--- src/rtl/iwr_pkg.sv ---
package iwr_pkg;

	// ************************************************
	// register map, word index on the 2-bit address
	// ************************************************
	localparam int ADDR_W = 2;
	localparam int DATA_W = 8;
	localparam logic [1:0] IDX_POWER_CONTROL = 2'h0;
	localparam logic [1:0] IDX_CLOCK_STATUS = 2'h1;
	localparam logic [1:0] IDX_RESET_CAUSE_STATUS = 2'h2;
	localparam logic [1:0] IDX_LAST_RESET_CAUSE = 2'h3;

	// power control fields
	localparam int PC_IDLE_ENABLE = 0;
	localparam int PC_CLOCK_SELECT_LO = 1;
	localparam logic PC_IDLE_ENABLE_RST = 1'b0;
	localparam logic [1:0] PC_CLOCK_SELECT_RST = 2'h2;

	// reset cause status fields and values after power-up
	localparam int RS_INTERRUPT_PRIORITY_ENABLE = 7;
	localparam int RS_CM = 5;
	localparam int RS_RI = 4;
	localparam int RS_TO = 3;
	localparam int RS_PD = 2;
	localparam int RS_POR = 1;
	localparam int RS_BOR = 0;
	localparam logic [7:0] RS_RESET_VALUE = 8'h3C;
	localparam logic [7:0] RS_WRITE_MASK = 8'hB3;

	// clock select codes
	localparam logic [1:0] CS_SECONDARY = 2'h1;
	localparam logic [1:0] CS_PRIMARY = 2'h2;
	localparam logic [1:0] CS_INTERNAL = 2'h3;

	// primary oscillator configuration codes that need no start-up timer
	localparam logic [1:0] POC_EXT_CLOCK = 2'h1;
	localparam logic [1:0] POC_EXT_CLOCK_PLL = 2'h3;

	// ************************************************
	// enumerations
	// ************************************************
	typedef enum logic [1:0] {SRC_PRIMARY, SRC_SECONDARY, SRC_INTERNAL} iwr_src_t;
	typedef enum logic [1:0] {PM_RUN, PM_IDLE, PM_SLEEP, PM_WAKE} iwr_mode_t;
	typedef enum logic [3:0] {
		RC_NONE, RC_MASTER_CLEAR_RUN, RC_MASTER_CLEAR_PM, RC_POWER_ON, RC_BROWN_OUT,
		RC_CONFIG_MISMATCH, RC_RESET_INSTR, RC_STACK_FULL, RC_STACK_UNDERFLOW, RC_WATCHDOG
	} iwr_cause_t;

	// ************************************************
	// timing
	// ************************************************
	localparam int CLK_PERIOD_PS = 25000;
	localparam int WAKE_DELAY_NS = 1000;
	localparam int WAKE_DELAY_CYCLES = (WAKE_DELAY_NS * 1000 + CLK_PERIOD_PS - 1) / CLK_PERIOD_PS;
	localparam int WAKE_CNT_W = 12;

endpackage

--- src/rtl/iwr_idle_wake_reset.sv ---
// Local design decisions: the plain strobed port and the placing of the registers.
`timescale 1ns/1ps
module iwr_idle_wake_reset #(
	parameter int IRQ_N = 8,
	parameter int WAKE_CYCLES = iwr_pkg::WAKE_DELAY_CYCLES
) (
	// clock and reset
	input wire logic ref_clk,
	input wire logic rst,
	// register port
	input wire logic [iwr_pkg::ADDR_W-1:0] reg_addr,
	input wire logic [iwr_pkg::DATA_W-1:0] reg_wdata,
	input wire logic reg_wr,
	input wire logic reg_rd,
	output logic [iwr_pkg::DATA_W-1:0] reg_rdata,
	// core events
	input wire logic sleep_exec,
	input wire logic watchdog_clear_instruction,
	input wire logic global_interrupt_enable,
	input wire logic [IRQ_N-1:0] irq_flags,
	input wire logic [IRQ_N-1:0] irq_enables,
	// watchdog and reset events
	input wire logic watchdog_timeout,
	input wire logic watchdog_enable,
	input wire logic reset_event,
	input wire iwr_pkg::iwr_cause_t reset_kind,
	// oscillators
	input wire logic secondary_osc_enable,
	input wire logic [1:0] primary_osc_config,
	input wire logic fail_safe_enable,
	input wire logic clock_source_lost,
	input wire logic primary_osc_stable,
	input wire logic regulator_enable_pin,
	// core side outputs
	output logic cpu_clock_en,
	output logic resume_pulse,
	output logic vector_branch_pulse,
	output logic watchdog_counter_clear,
	output logic watchdog_reset,
	output logic interrupt_priority_enable,
	// clock side outputs
	output iwr_pkg::iwr_src_t periph_clock_src,
	output logic primary_osc_on,
	output logic internal_osc_on,
	output logic osc_startup_timer_run,
	output logic osc_ready_status,
	output logic secondary_running_status
);
	import iwr_pkg::*;

	// ************************************************
	// decode helpers
	// ************************************************
	// both 11 and a cleared select mean the internal oscillator
	function automatic iwr_src_t src_of(input logic [1:0] cs);
		iwr_src_t s;
		s = SRC_INTERNAL;
		if (cs == CS_PRIMARY) begin
			s = SRC_PRIMARY;
		end else if (cs == CS_SECONDARY) begin
			s = SRC_SECONDARY;
		end
		return s;
	endfunction

	// ************************************************
	// state
	// ************************************************
	iwr_mode_t mode_reg, mode_next;
	iwr_src_t src_reg, src_next;
	logic idle_enable_reg;
	logic [1:0] clock_select_reg;
	logic [7:0] rs_reg, rs_next;
	iwr_cause_t cause_reg;
	logic [WAKE_CNT_W-1:0] wake_cnt_reg, wake_cnt_next;
	logic ost_reg, ost_next;
	logic wake_irq_reg, wake_irq_next;
	logic osc_ready_reg, osc_ready_next;
	logic secondary_run_reg, secondary_run_next;
	logic reg_sync1_reg, reg_sync2_reg;
	logic [DATA_W-1:0] rdata_reg;
	logic cpu_en_reg, resume_reg, branch_reg, wdt_clr_reg, wdt_rst_reg;
	logic pri_on_reg, int_on_reg;

	// ************************************************
	// event decode
	// ************************************************
	wire logic in_pm = (mode_reg == PM_IDLE) || (mode_reg == PM_SLEEP);
	wire logic irq_wake = |(irq_flags & irq_enables);
	wire logic wdt_wake = in_pm && watchdog_timeout;
	wire logic wdt_in_run = !in_pm && (mode_reg != PM_WAKE) && watchdog_timeout;
	wire logic pm_wake = (in_pm && irq_wake) || wdt_wake;
	wire iwr_src_t sel_src = src_of(clock_select_reg);
	wire logic sec_refused = (sel_src == SRC_SECONDARY) && !secondary_osc_enable;
	wire logic sleep_take = (mode_reg == PM_RUN) && sleep_exec && !(idle_enable_reg && sec_refused);
	wire logic ext_clock = (primary_osc_config == POC_EXT_CLOCK) || (primary_osc_config == POC_EXT_CLOCK_PLL);
	wire logic wr_rs = reg_wr && (reg_addr == IDX_RESET_CAUSE_STATUS);
	wire logic wr_pc = reg_wr && (reg_addr == IDX_POWER_CONTROL);
	wire logic regulator_on = reg_sync2_reg;
	wire logic wdt_clear_evt = sleep_exec || watchdog_clear_instruction || (clock_source_lost && fail_safe_enable);

	// ************************************************
	// mode and clock source sequencing
	// ************************************************
	always_comb begin
		mode_next = mode_reg;
		src_next = src_reg;
		wake_cnt_next = wake_cnt_reg;
		ost_next = ost_reg;
		wake_irq_next = wake_irq_reg;
		osc_ready_next = osc_ready_reg;
		secondary_run_next = secondary_run_reg;
		case (mode_reg)
			PM_RUN: begin
				// run mode switches source; secondary refused while disabled
				if (!sec_refused) begin
					src_next = sel_src;
					osc_ready_next = (sel_src == SRC_PRIMARY);
					secondary_run_next = (sel_src == SRC_SECONDARY);
				end
				if (sleep_take && idle_enable_reg) begin
					mode_next = PM_IDLE;
					src_next = sel_src;
					osc_ready_next = (sel_src == SRC_PRIMARY);
					secondary_run_next = (sel_src == SRC_SECONDARY);
				end else if (sleep_take) begin
					mode_next = PM_SLEEP;
					osc_ready_next = 1'b0;
					secondary_run_next = 1'b0;
				end
			end
			PM_IDLE, PM_SLEEP: begin
				if (pm_wake) begin
					mode_next = PM_WAKE;
					wake_irq_next = irq_wake && !watchdog_timeout;
					wake_cnt_next = WAKE_CNT_W'(WAKE_CYCLES);
					// sleep wake takes the current select; idle keeps its source
					if (mode_reg == PM_SLEEP) begin
						src_next = sel_src;
						ost_next = (sel_src == SRC_PRIMARY) && !ext_clock;
					end else begin
						ost_next = 1'b0;
					end
				end
			end
			PM_WAKE: begin
				// start-up timer first, then the fixed delay
				if (ost_reg) begin
					if (primary_osc_stable) begin
						ost_next = 1'b0;
					end
				end else if (wake_cnt_reg <= WAKE_CNT_W'(1)) begin
					mode_next = PM_RUN;
					wake_cnt_next = '0;
					osc_ready_next = (src_reg == SRC_PRIMARY);
					secondary_run_next = (src_reg == SRC_SECONDARY);
				end else begin
					wake_cnt_next = wake_cnt_reg - WAKE_CNT_W'(1);
				end
			end
			default: begin
				mode_next = PM_RUN;
			end
		endcase
		// a reset out of any power-managed state lands on internal
		if (reset_event) begin
			mode_next = PM_RUN;
			ost_next = 1'b0;
			wake_cnt_next = '0;
			if (mode_reg != PM_RUN) begin
				src_next = SRC_INTERNAL;
				osc_ready_next = 1'b0;
				secondary_run_next = 1'b0;
			end
		end
	end

	// ************************************************
	// reset cause status flags
	// ************************************************
	// software value first, then hardware events so a hardware event wins
	always_comb begin
		rs_next = rs_reg;
		if (wr_rs) begin
			rs_next = (rs_reg & ~RS_WRITE_MASK) | (reg_wdata & RS_WRITE_MASK);
		end
		if (watchdog_clear_instruction) begin
			rs_next[RS_TO] = 1'b1;
			rs_next[RS_PD] = 1'b1;
		end
		if (sleep_exec) begin
			rs_next[RS_TO] = 1'b1;
			rs_next[RS_PD] = 1'b0;
		end
		if (watchdog_timeout) begin
			rs_next[RS_TO] = 1'b0;
		end
		if (reset_event) begin
			case (reset_kind)
				RC_CONFIG_MISMATCH: rs_next[RS_CM] = 1'b0;
				RC_RESET_INSTR: rs_next[RS_RI] = 1'b0;
				RC_POWER_ON: begin
					rs_next = RS_RESET_VALUE | (rs_next & 8'h80);
				end
				RC_BROWN_OUT: begin
					rs_next[RS_BOR] = 1'b0;
					rs_next[RS_CM] = 1'b1;
					rs_next[RS_RI] = 1'b1;
					rs_next[RS_TO] = 1'b1;
					rs_next[RS_PD] = 1'b1;
				end
				default: begin
					rs_next = rs_next;
				end
			endcase
		end
		rs_next[6] = 1'b0;
		if (!regulator_on) begin
			rs_next[RS_BOR] = 1'b0;
		end
	end

	// cause code, master clear split by power-managed state
	wire iwr_cause_t cause_next = (reset_event && reset_kind == RC_MASTER_CLEAR_RUN && mode_reg != PM_RUN) ? RC_MASTER_CLEAR_PM
		: reset_event ? reset_kind : wdt_in_run ? RC_WATCHDOG : cause_reg;

	// read mux; unmapped bits read zero
	wire logic [DATA_W-1:0] rd_mux = (reg_addr == IDX_POWER_CONTROL) ? {5'h00, clock_select_reg, idle_enable_reg}
		: (reg_addr == IDX_CLOCK_STATUS) ? {2'h0, mode_reg, src_reg, secondary_run_reg, osc_ready_reg}
		: (reg_addr == IDX_RESET_CAUSE_STATUS) ? rs_reg
		: {4'h0, cause_reg};

	// ************************************************
	// registers
	// ************************************************
	// regulator strap comes from a pin, so two stages first
	always_ff @(posedge ref_clk) begin
		if (rst) begin
			reg_sync1_reg <= 1'b0;
			reg_sync2_reg <= 1'b0;
		end else begin
			reg_sync1_reg <= regulator_enable_pin;
			reg_sync2_reg <= reg_sync1_reg;
		end
	end

	// sequencing state
	always_ff @(posedge ref_clk) begin
		if (rst) begin
			mode_reg <= PM_RUN;
			src_reg <= SRC_PRIMARY;
			wake_cnt_reg <= '0;
			ost_reg <= 1'b0;
			wake_irq_reg <= 1'b0;
			osc_ready_reg <= 1'b1;
			secondary_run_reg <= 1'b0;
		end else begin
			mode_reg <= mode_next;
			src_reg <= src_next;
			wake_cnt_reg <= wake_cnt_next;
			ost_reg <= ost_next;
			wake_irq_reg <= wake_irq_next;
			osc_ready_reg <= osc_ready_next;
			secondary_run_reg <= secondary_run_next;
		end
	end

	// software fields; wake never touches them
	always_ff @(posedge ref_clk) begin
		if (rst) begin
			idle_enable_reg <= PC_IDLE_ENABLE_RST;
			clock_select_reg <= PC_CLOCK_SELECT_RST;
		end else if (reset_event && (mode_reg != PM_RUN)) begin
			// select follows, else run mode would switch straight back
			clock_select_reg <= CS_INTERNAL;
		end else if (wr_pc) begin
			idle_enable_reg <= reg_wdata[PC_IDLE_ENABLE];
			clock_select_reg <= reg_wdata[PC_CLOCK_SELECT_LO +: 2];
		end
	end

	// status flags and cause
	always_ff @(posedge ref_clk) begin
		if (rst) begin
			rs_reg <= RS_RESET_VALUE;
			cause_reg <= RC_POWER_ON;
		end else begin
			rs_reg <= rs_next;
			cause_reg <= cause_next;
		end
	end

	// registered outputs; read data stands one cycle after the strobe
	always_ff @(posedge ref_clk) begin
		if (rst) begin
			rdata_reg <= '0;
			cpu_en_reg <= 1'b1;
			resume_reg <= 1'b0;
			branch_reg <= 1'b0;
			wdt_clr_reg <= 1'b0;
			wdt_rst_reg <= 1'b0;
			pri_on_reg <= 1'b1;
			int_on_reg <= 1'b0;
		end else begin
			rdata_reg <= reg_rd ? rd_mux : '0;
			cpu_en_reg <= (mode_next == PM_RUN);
			resume_reg <= (mode_reg == PM_WAKE) && (mode_next == PM_RUN) && !reset_event;
			branch_reg <= (mode_reg == PM_WAKE) && (mode_next == PM_RUN) && !reset_event
				&& wake_irq_reg && global_interrupt_enable;
			wdt_clr_reg <= wdt_clear_evt;
			wdt_rst_reg <= wdt_in_run;
			// primary stopped in sleep and whenever another source runs
			pri_on_reg <= (src_next == SRC_PRIMARY) && (mode_next != PM_SLEEP);
			int_on_reg <= ((src_next == SRC_INTERNAL) && (mode_next != PM_SLEEP))
				|| watchdog_enable || fail_safe_enable;
		end
	end

	// ************************************************
	// output wiring
	// ************************************************
	assign reg_rdata = rdata_reg;
	assign cpu_clock_en = cpu_en_reg;
	assign resume_pulse = resume_reg;
	assign vector_branch_pulse = branch_reg;
	assign watchdog_counter_clear = wdt_clr_reg;
	assign watchdog_reset = wdt_rst_reg;
	assign interrupt_priority_enable = rs_reg[RS_INTERRUPT_PRIORITY_ENABLE];
	assign periph_clock_src = src_reg;
	assign primary_osc_on = pri_on_reg;
	assign internal_osc_on = int_on_reg;
	assign osc_startup_timer_run = ost_reg;
	assign osc_ready_status = osc_ready_reg;
	assign secondary_running_status = secondary_run_reg;

endmodule

--- config.mk ---
export PLATFORM = sky130hd
export DESIGN_NAME = iwr_idle_wake_reset
export DESIGN_NICKNAME = d
export VERILOG_FILES = /design/src/rtl/iwr_pkg.sv /design/src/rtl/iwr_idle_wake_reset.sv
export SDC_FILE = /design/constraint.sdc
export NUM_CORES = 1
export LEC_CHECK = 0
export ABC_AREA = 1
export BUFFER_PORTS_ARGS = -buffer_cell sky130_fd_sc_hd__buf_2
export CAP_MARGIN = 20
export CELL_PAD_IN_SITES_DETAIL_PLACEMENT = 2
export CELL_PAD_IN_SITES_GLOBAL_PLACEMENT = 2
export CORE_UTILIZATION = 32
export CTS_BUF_LIST = sky130_fd_sc_hd__clkbuf_4 sky130_fd_sc_hd__clkbuf_8
export CTS_CLUSTER_DIAMETER = 100
export DETAILED_ROUTE_END_ITERATION = 10
export GPL_TIMING_DRIVEN = 1
export MAX_ROUTING_LAYER = met4
export PLACE_DENSITY = 0.95
export SYNTH_ARGS = -nofsm -noshare
export SYNTH_HDL_FRONTEND = slang
export SYNTH_SLANG_ARGS = --single-unit
--- constraint.sdc ---
create_clock -name ref_clk -period 2.6 [get_ports ref_clk]
set_input_delay 0.52 -clock ref_clk [delete_from_list [all_inputs] [get_ports ref_clk]]
set_output_delay 0.52 -clock ref_clk [all_outputs]
set_load 0.02 [all_outputs]
Word-level counts from Yosys, hierarchy flattened

Index checks and enable logic that the tools add are counted.

Output and inout bits: 21
Input port bits: 47
Register bits after elaboration: 51
Logic and storage cells: 175

Magnitude comparators: 1
Eq/ne operators: 21
Bitwise operators: 6
Reductions and logical operators: 61
Muxes and demuxes: 59
$add $sub $neg: 1

Operator list:

| kind                                                  | number |
|---|---|
| 2-to-1 mux 12 bit                                     | 3 |
| 2-to-1 mux 2 bit                                      | 17 |
| 2-to-1 mux 1 bit                                      | 24 |
| case mux 12 bit (2 select lines)                      | 1 |
| logical AND 1 bit                                     | 23 |
| 2-to-1 mux 6 bit                                      | 3 |
| OR reduction 2 bit                                    | 7 |
| == test 2 x 1 -> 1 bit (second input constant)        | 6 |
| == test 2 bit (second input constant)                 | 6 |
| == test 4 x 3 -> 1 bit (second input constant)        | 3 |
| <= comparator 12 x 1 -> 1 bit (second input constant) | 1 |
| zero test 2 bit                                       | 6 |
| subtractor 12 x 1 -> 12 bit (second input constant)   | 1 |
| case mux 1 bit (2 select lines)                       | 5 |
| bitwise AND 8 bit                                     | 1 |
| 2-to-1 mux 4 bit                                      | 2 |
| 2-to-1 mux 8 bit                                      | 1 |
| != test 2 bit (second input constant)                 | 4 |
| OR 4 x 8 -> 8 bit                                     | 1 |
| nonzero test 2 bit                                    | 4 |
| OR reduction 8 bit                                    | 1 |
| logical OR 1 bit                                      | 7 |
| zero test 1 bit                                       | 6 |
| case mux 2 bit (3 select lines)                       | 1 |
| 10 further kinds                                      | 15 |

Longest topological paths before layout

Gate-level depths: netlist (run 1).

Word-level depth: 17
Depth in mapped cells: 14
Mapped depth without buffers: 14

Worst setup path before layout (run 1)

No wires, ideal clock.

Kind: register to register
Start point: reg mode_reg[1]
End point: reg wake_cnt_reg[7]
Required time: 2.534 ns
Path buffers: 1
Arrival time: 1.589 ns
Period minus slack after synthesis: 1.655 ns
Setup time: 0.066 ns
Path slack: 0.945 ns
Stages on the path, launching flop included: 9
Path through: dfxtp_1 > inv_1 > ha_1 > o21ai_4 > nand2_8 > inv_4 > buf_6 > nand3b_1 > a21oi_2

Word-level cells in the longest chain between the ends: 6
Elaborated cells on any way between the ends: 13
Those cells by class: eq/ne: 5; mux: 1; reduce/logical: 7

Ends and longest elaborated chain:

| what                                                           | line                                                  | RTL |
|---|---|---|
| start: declaration                                             | iwr_idle_wake_reset.sv:69                             | `iwr_mode_t mode_reg, mode_next;` |
| start signal: assignment                                       | iwr_idle_wake_reset.sv:258                            | `mode_reg <= mode_next;` |
| == test 2 x 1 -> 1 bit / == test 2 bit (equally long branches) | iwr_idle_wake_reset.sv:88, iwr_idle_wake_reset.sv:113 |  |
| logical OR 1 bit                                               | iwr_idle_wake_reset.sv:88                             | `wire logic in_pm = (mode_reg == PM_IDLE) \|\| (mode_reg == PM_SLEEP);` |
| logical AND 1 bit, on equally long branches                    | iwr_idle_wake_reset.sv:92, iwr_idle_wake_reset.sv:90  |  |
| logical OR 1 bit                                               | iwr_idle_wake_reset.sv:92                             | `wire logic pm_wake = (in_pm && irq_wake) \|\| wdt_wake;` |
| != test 2 bit (no line)                                        | -                                                     |  |
| AND reduction 3 bit (no line)                                  | -                                                     |  |
| end signal: assignment                                         | iwr_idle_wake_reset.sv:260                            | `wake_cnt_reg <= wake_cnt_next;` |
| end: declaration                                               | iwr_idle_wake_reset.sv:75                             | `logic [WAKE_CNT_W-1:0] wake_cnt_reg, wake_cnt_next;` |

Parallel ways exist; a longest one is shown, timed or not.
A chain may end at the register's enable or synchronous reset.

Worst setup path in the final report (run 1)

Start point: reg mode_reg[1]
End point: reg wake_cnt_reg[10]

The elaborated chain is that of the path after synthesis.

==> run summary, run 1 <==
Worst setup EP type: register
TritonCTS clock tree: built
Fin Clk Skew: 0.0135 ns
Clock Power Share: 26.9%
Vert. Die Dim: 93.5 µm
Die width: 93.5 µm
Worst-case clock buffer depth: 2
Finish-stage setup viols: 0
Vias in the first global route: 3233
Area of the multi-input gates: 1430 µm²
Crit path max fanout: 13
RSZ-0062 raised after global routing: no
Final WL: 10100 µm
Ant. Diodes: 0
Initial antenna violation count: 0
Seq/Total Area, Yosys: 37.4%
Hold Path Depth: 3
Fin worst setup slack: 0.305 ns
Final hold violation count: 0
Power Dens Cells: 584 nW/µm²
Resize count post-CTS: 0
Clk pin slew, worst setup/hold paths: 0.11 ns
DRT Pass-1 Iters: 7
WS Path Type: register to register
Switching power: 0.000695 W
Post-CTS Hold Fix Bufs: 0
Synth warn: 0
All-Layer GR Usage: 25.1%
Via count: 2894
Crit path launch type: register
Cell count of the worst reg-to-reg path: 10
Largest net degree at the start of global routing: 19
Gp weighted congestion: 0.852
Post-synth EDFFs: 0
Worst vdd ir: 0.234 mV
DP HPWL: 7760 µm
CTS buffer count: 5
FFs w/ async S/R, synth: 0%
Fin Setup TNS: 0 ns
Synth Flop Type: dfxtp_1
Fillcell total: 1034
Congestion Overflow GR: 0
Root Buffer: clkbuf_8
Placed cells: 547
Sw Ratio: 37.1%
Die area: 8740 µm²
WP data arrival: 2.56 ns
Antenna Nets Post-Route: 0
Net count after synthesis: 436
Core Area: 8180 µm²
Initial DRC count: 114
Clock latency on the worst-skew pair: 0.32 ns
Total clock sinks: 50
FP Rows: 33
Final Max Tran Viols: 0
Max reg flops: 12
Share of layout cells above drive strength 1: 21.3%
Cell count after synthesis: 381
Status: finished, violations left
First-pass GRT wire length: 16100 µm
# nets final: 504
Worst EP required: 2.86 ns
Logic gate share of total power: 27.5%
Area growth syn-to-layout: 19.8%
Slew margin rel.: 61.6%
Distinct cells, synth: 40
Hold Crit Class: input pin to register
DR WL/cell: 18.3 µm
Leak: 1.59 nW
H-tree depth: 2
Hold_ws: 0.389 ns
FF+latch area: 1000 µm²
Most common cell after layout, fill and taps aside: nand2_1
Flops & latches, synth: 50
Number of port buffers: 63
Post-CTS Setup Bufs: 0
I/O pin cnt: 68
Maxcap violations: 0
Actual slew at the worst max-slew pin: 0.576 ns
Failing checks: design-rule violations
Sequential power share: 45.5%
Pre-CTS setup slack: 0.381 ns
Tcrit/Tclk final: 88.3%
Drt drc: 2
Final Critical Period: 2.29 ns
Post-Syn Area: 2680 µm²
Internal: 0.00118 W
Commonest cells after routing, fill and taps aside: nand2_1 (90), buf_2 (63), inv_1 (54)
Fmax achieved: 436 MHz
Mean post-synth cell area: 7.03 µm²
Initial Util: 32.8%
Vias per cell: 5.21
Non-filler instance count after layout: 555
cell usage after synthesis, types with 3 or more instances:
library cell | count | share of area, %
nor3_1 | 6 | 1.1
xor2_1 | 4 | 1.3
nor2_1 | 39 | 5.5
nand2_2 | 3 | 0.70
nand2_1 | 90 | 13
nand3_1 | 18 | 3.4
a21oi_1 | 29 | 5.4
o21ai_1 | 3 | 0.56
o211ai_1 | 8 | 2.2
dfxtp_1 | 50 | 37
nor2_2 | 3 | 0.70
nand4_1 | 6 | 1.4
a31oi_1 | 3 | 0.70
inv_1 | 54 | 7.6
ha_1 | 8 | 3.7
o21ai_0 | 23 | 4.3
area by class of cell:
| class | count | area share, % |
|---|---|---|
| Multi-Input combinational cell | 270 | 44.6 |
| Sequential cell | 50 | 31.2 |
| Timing Repair Buffer | 66 | 10.5 |
| Inverter | 56 | 6.63 |
| Tap cell | 105 | 4.10 |
| Clock buffer | 5 | 2.15 |
| Clock inverter | 3 | 0.819 |
metrics by stage:
| step | utilization, % | cell area, µm² | power (W) |
|---|---|---|---|
| 2_1_floorplan | - | 2680 | 0.00119 |
| 3_3_place_gp | 38.1 | 3110 | 0.00133 |
| 5_1_grt | 39.2 | 3210 | 0.00197 |
| 4_1_cts | 39.2 | 3210 | 0.00189 |
| 3_5_place_dp | 38.1 | 3110 | 0.00137 |
| 6_report | 39.2 | 3210 | 0.00187 |
power by group through the flow:
stage               Clock (W)  Sequential, W  Combinational, W
floorplan                   0       0.000884          0.000307
global placement            0       0.000865          0.000460
detailed placement          0       0.000870          0.000500
CTS                  0.000520       0.000854          0.000516
global route         0.000545       0.000858          0.000568
finish               0.000505       0.000853          0.000516
critical path: stages (launching register included):
cell and delay [ns]:
dfxtp_1 0.45, inv_1 0.14, ha_1 0.68, nand2_4 0.14
o21ai_4 0.15, nand2_8 0.12, inv_4 0.17, nand4_1 0.14
nand2_1 0.09, nand2_1 0.04, nor2_1 0.09
metal layers:
layer / part of all wire [%] / up-vias / wire (µm) / track usage [%]
met5: 0 / - / 0 / -
met4: 2.3 / 0 / 231 / 9.62
met3: 4.4 / 20 / 450 / 3.09
met2: 51 / 94 / 5230 / 44.6
met1: 42 / 1413 / 4240 / 28.7
li1: - / 1367 / - / -
kinds of logic (layout without fill, tap and decap cells):
kind of cell             count (synthesis)  in the layout  share of synthesized area, %
flip-flops                              50             50                          37.4
AND/OR/NAND/NOR                        178            178                          30.4
AO/OA/AOI/OAI                           75             75                          16.2
XOR/XNOR                                 4              4                          1.31
other                                    1              1                         0.140
multiplexers                             4              4                          1.59
buffers and inverters                   61            130                          9.25
adder cells (fa/ha/maj)                  8              8                          3.74
worst paths after layout:
| path | from | endpoint | slack (ns) |
|---|---|---|---|
| min | regulator_enable_pin | reg_sync1_reg | 0.39 |
| max reg2reg | mode_reg[1] | wake_cnt_reg[10] | 0.31 |
| min reg2reg | reg_sync1_reg | reg_sync2_reg | 0.42 |
| max | mode_reg[1] | wake_cnt_reg[10] | 0.31 |
No activity file was read; power rests on OpenSTA's default activity.
==> run 2: changes to the inputs <==
--- a/config.mk
+++ b/config.mk
@@ -13,10 +13,12 @@
 export CORE_UTILIZATION = 32
 export CTS_BUF_LIST = sky130_fd_sc_hd__clkbuf_4 sky130_fd_sc_hd__clkbuf_8
 export CTS_CLUSTER_DIAMETER = 100
+export CTS_CLUSTER_SIZE = 14
 export DETAILED_ROUTE_END_ITERATION = 10
 export GPL_TIMING_DRIVEN = 1
 export MAX_ROUTING_LAYER = met4
 export PLACE_DENSITY = 0.95
+export REMOVE_ABC_BUFFERS = 1
 export SYNTH_ARGS = -nofsm -noshare
 export SYNTH_HDL_FRONTEND = slang
 export SYNTH_SLANG_ARGS = --single-unit
==> run 2 against run 1 <==
Net effect:
- the run still ends with design-rule violations left
- sequential share of layout area is 0.21 points lower
- register-to-register slack hardly changed
- combinational power hardly changed
- flip-flop and latch count stayed put
- maximum frequency is 0.59% lower
- clock power hardly changed
- sequential power hardly changed
- wire length is 1.6% higher
- critical endpoint unchanged
- largest cell class unchanged
==> run summary, run 2 (synthesis gave the netlist of run 1 again) <==
Number of port buffers: 63
Gp weighted congestion: 0.825
Worst EP required: 2.82 ns
Commonest cells after routing, fill and taps aside: nand2_1 (90), buf_2 (63), inv_1 (54)
Design Area, Final: 3230 µm²
Resize count post-CTS: 0
Congestion Overflow GR: 0
Power Dens Cells: 581 nW/µm²
Sw Ratio: 37.3%
Initial DRC count: 75
Clk pin slew, worst setup/hold paths: 0.11 ns
Initial Util: 32.8%
Max reg flops: 12
H-tree depth: 2
All-Layer GR Usage: 25.3%
Crit path launch type: register
TritonCTS clock tree: built
Post-CTS Setup Bufs: 0
Final Max Tran Viols: 0
Hold_ws: 0.388 ns
Die width: 93.5 µm
Core Area: 8180 µm²
Vert. Die Dim: 93.5 µm
Share of layout cells above drive strength 1: 21.9%
Final Critical Period: 2.31 ns
DR WL/cell: 18.5 µm
Switching power: 0.000700 W
Fmax achieved: 433 MHz
Crit path max fanout: 13
Dpl cell area: 3140 µm²
Die area: 8740 µm²
Post-CTS Hold Fix Bufs: 0
Clock latency on the worst-skew pair: 0.32 ns
Clock Power Share: 26.8%
Internal: 0.00118 W
RSZ-0062 raised after global routing: no
Hold Crit Class: input pin to register
Largest net degree at the start of global routing: 18
Finish-stage setup viols: 0
Drt drc: 2
Maxcap violations: 0
Vias per cell: 5.15
Initial antenna violation count: 0
Worst-case clock buffer depth: 2
Status: finished, violations left
First-pass GRT wire length: 16300 µm
Fillcell total: 1016
Root Buffer: clkbuf_8
Failing checks: design-rule violations
WS Path Type: register to register
FP Rows: 33
CTS buffer count: 5
# nets final: 507
Final WL: 10300 µm
I/O pin cnt: 68
Actual slew at the worst max-slew pin: 0.569 ns
Ant. Diodes: 0
DRT Pass-1 Iters: 7
Fin Clk Skew: 0.00829 ns
Total clock sinks: 50
Final hold violation count: 0
Worst setup EP type: register
DP HPWL: 8020 µm
Worst vdd ir: 0.207 mV
Vias in the first global route: 3121
Fin Setup TNS: 0 ns
Via count: 2876
Leak: 1.60 nW
Tcrit/Tclk final: 88.8%
Logic gate share of total power: 27.6%
Area growth syn-to-layout: 20.6%
Slew margin rel.: 62.1%
Most common cell after layout, fill and taps aside: nand2_1
WP data arrival: 2.53 ns
Antenna Nets Post-Route: 0
Sequential power share: 45.6%
[run 2: cell count changes in the layout (fill, tap and decap cells not counted), sizes merged]
cell	previous run	this run
clkinvlp	0	1
inv	58	56
clkinv	1	2
buf	66	69
[run 2: metal layers]
| metal | track usage (%) | vias up | routed length [µm] |
|---|---|---|---|
| met2 | 43.6 | 68 | 5180 |
| met1 | 30.1 | 1409 | 4550 |
| met4 | 9.23 | 0 | 279 |
| met5 | - | - | 0 |
| li1 | - | 1378 | - |
| met3 | 3.41 | 21 | 301 |
[run 2: final timing paths]
kind	from	cells past startpoint	to	slack, ns
worst min-delay path	regulator_enable_pin	3	reg_sync1_reg	0.39
worst max-delay path	mode_reg[0]	9	wake_cnt_reg[10]	0.29
worst max register to register	mode_reg[0]	9	wake_cnt_reg[10]	0.29
worst min register to register	reg_sync1_reg	2	reg_sync2_reg	0.41
[run 2: worst max-delay path, stage by stage, from the launching register on]
cell	delay (ns)
dfxtp_1	0.44
inv_1	0.14
ha_1	0.68
nand2_4	0.14
o21ai_4	0.16
nand2_8	0.12
inv_4	0.18
nand4_1	0.15
nor2_1	0.14
nor2_1	0.06
[run 2: metrics by stage]
stage / cells / worst slack, ns / util (%) / total power (W)
6_report: 558 / 0.291 / 39.5 / 0.00188
2_1_floorplan: 376 / 0.837 / - / 0.00118
4_1_cts: 558 / 0.264 / 39.5 / 0.00189
3_5_place_dp: 550 / 0.319 / 38.4 / 0.00138
5_1_grt: 558 / 0.170 / 39.5 / 0.00198
3_3_place_gp: 550 / 0.564 / 38.4 / 0.00133
[run 2: power by group through the flow]
stage | Combinational (W) | Sequential, W | Clock (W)
after global placement | 0.000467 | 0.000866 | 0
after floorplan | 0.000297 | 0.000884 | 0
after global routing | 0.000571 | 0.000861 | 0.000545
after CTS | 0.000521 | 0.000855 | 0.000516
after detailed placement | 0.000508 | 0.000871 | 0
final | 0.000518 | 0.000856 | 0.000504
[run 2: area by class of cell]
type / instances / area (µm²) / area share [%]
clock buffers: 5 / 68.8 / 2.13
clock inverters: 3 / 25.0 / 0.775
inverters: 56 / 213 / 6.59
multi-input cells: 270 / 1430 / 44.3
flip-flops and latches: 50 / 1000 / 31.0
well taps: 105 / 131 / 4.07
repair buffers: 69 / 360 / 11.2
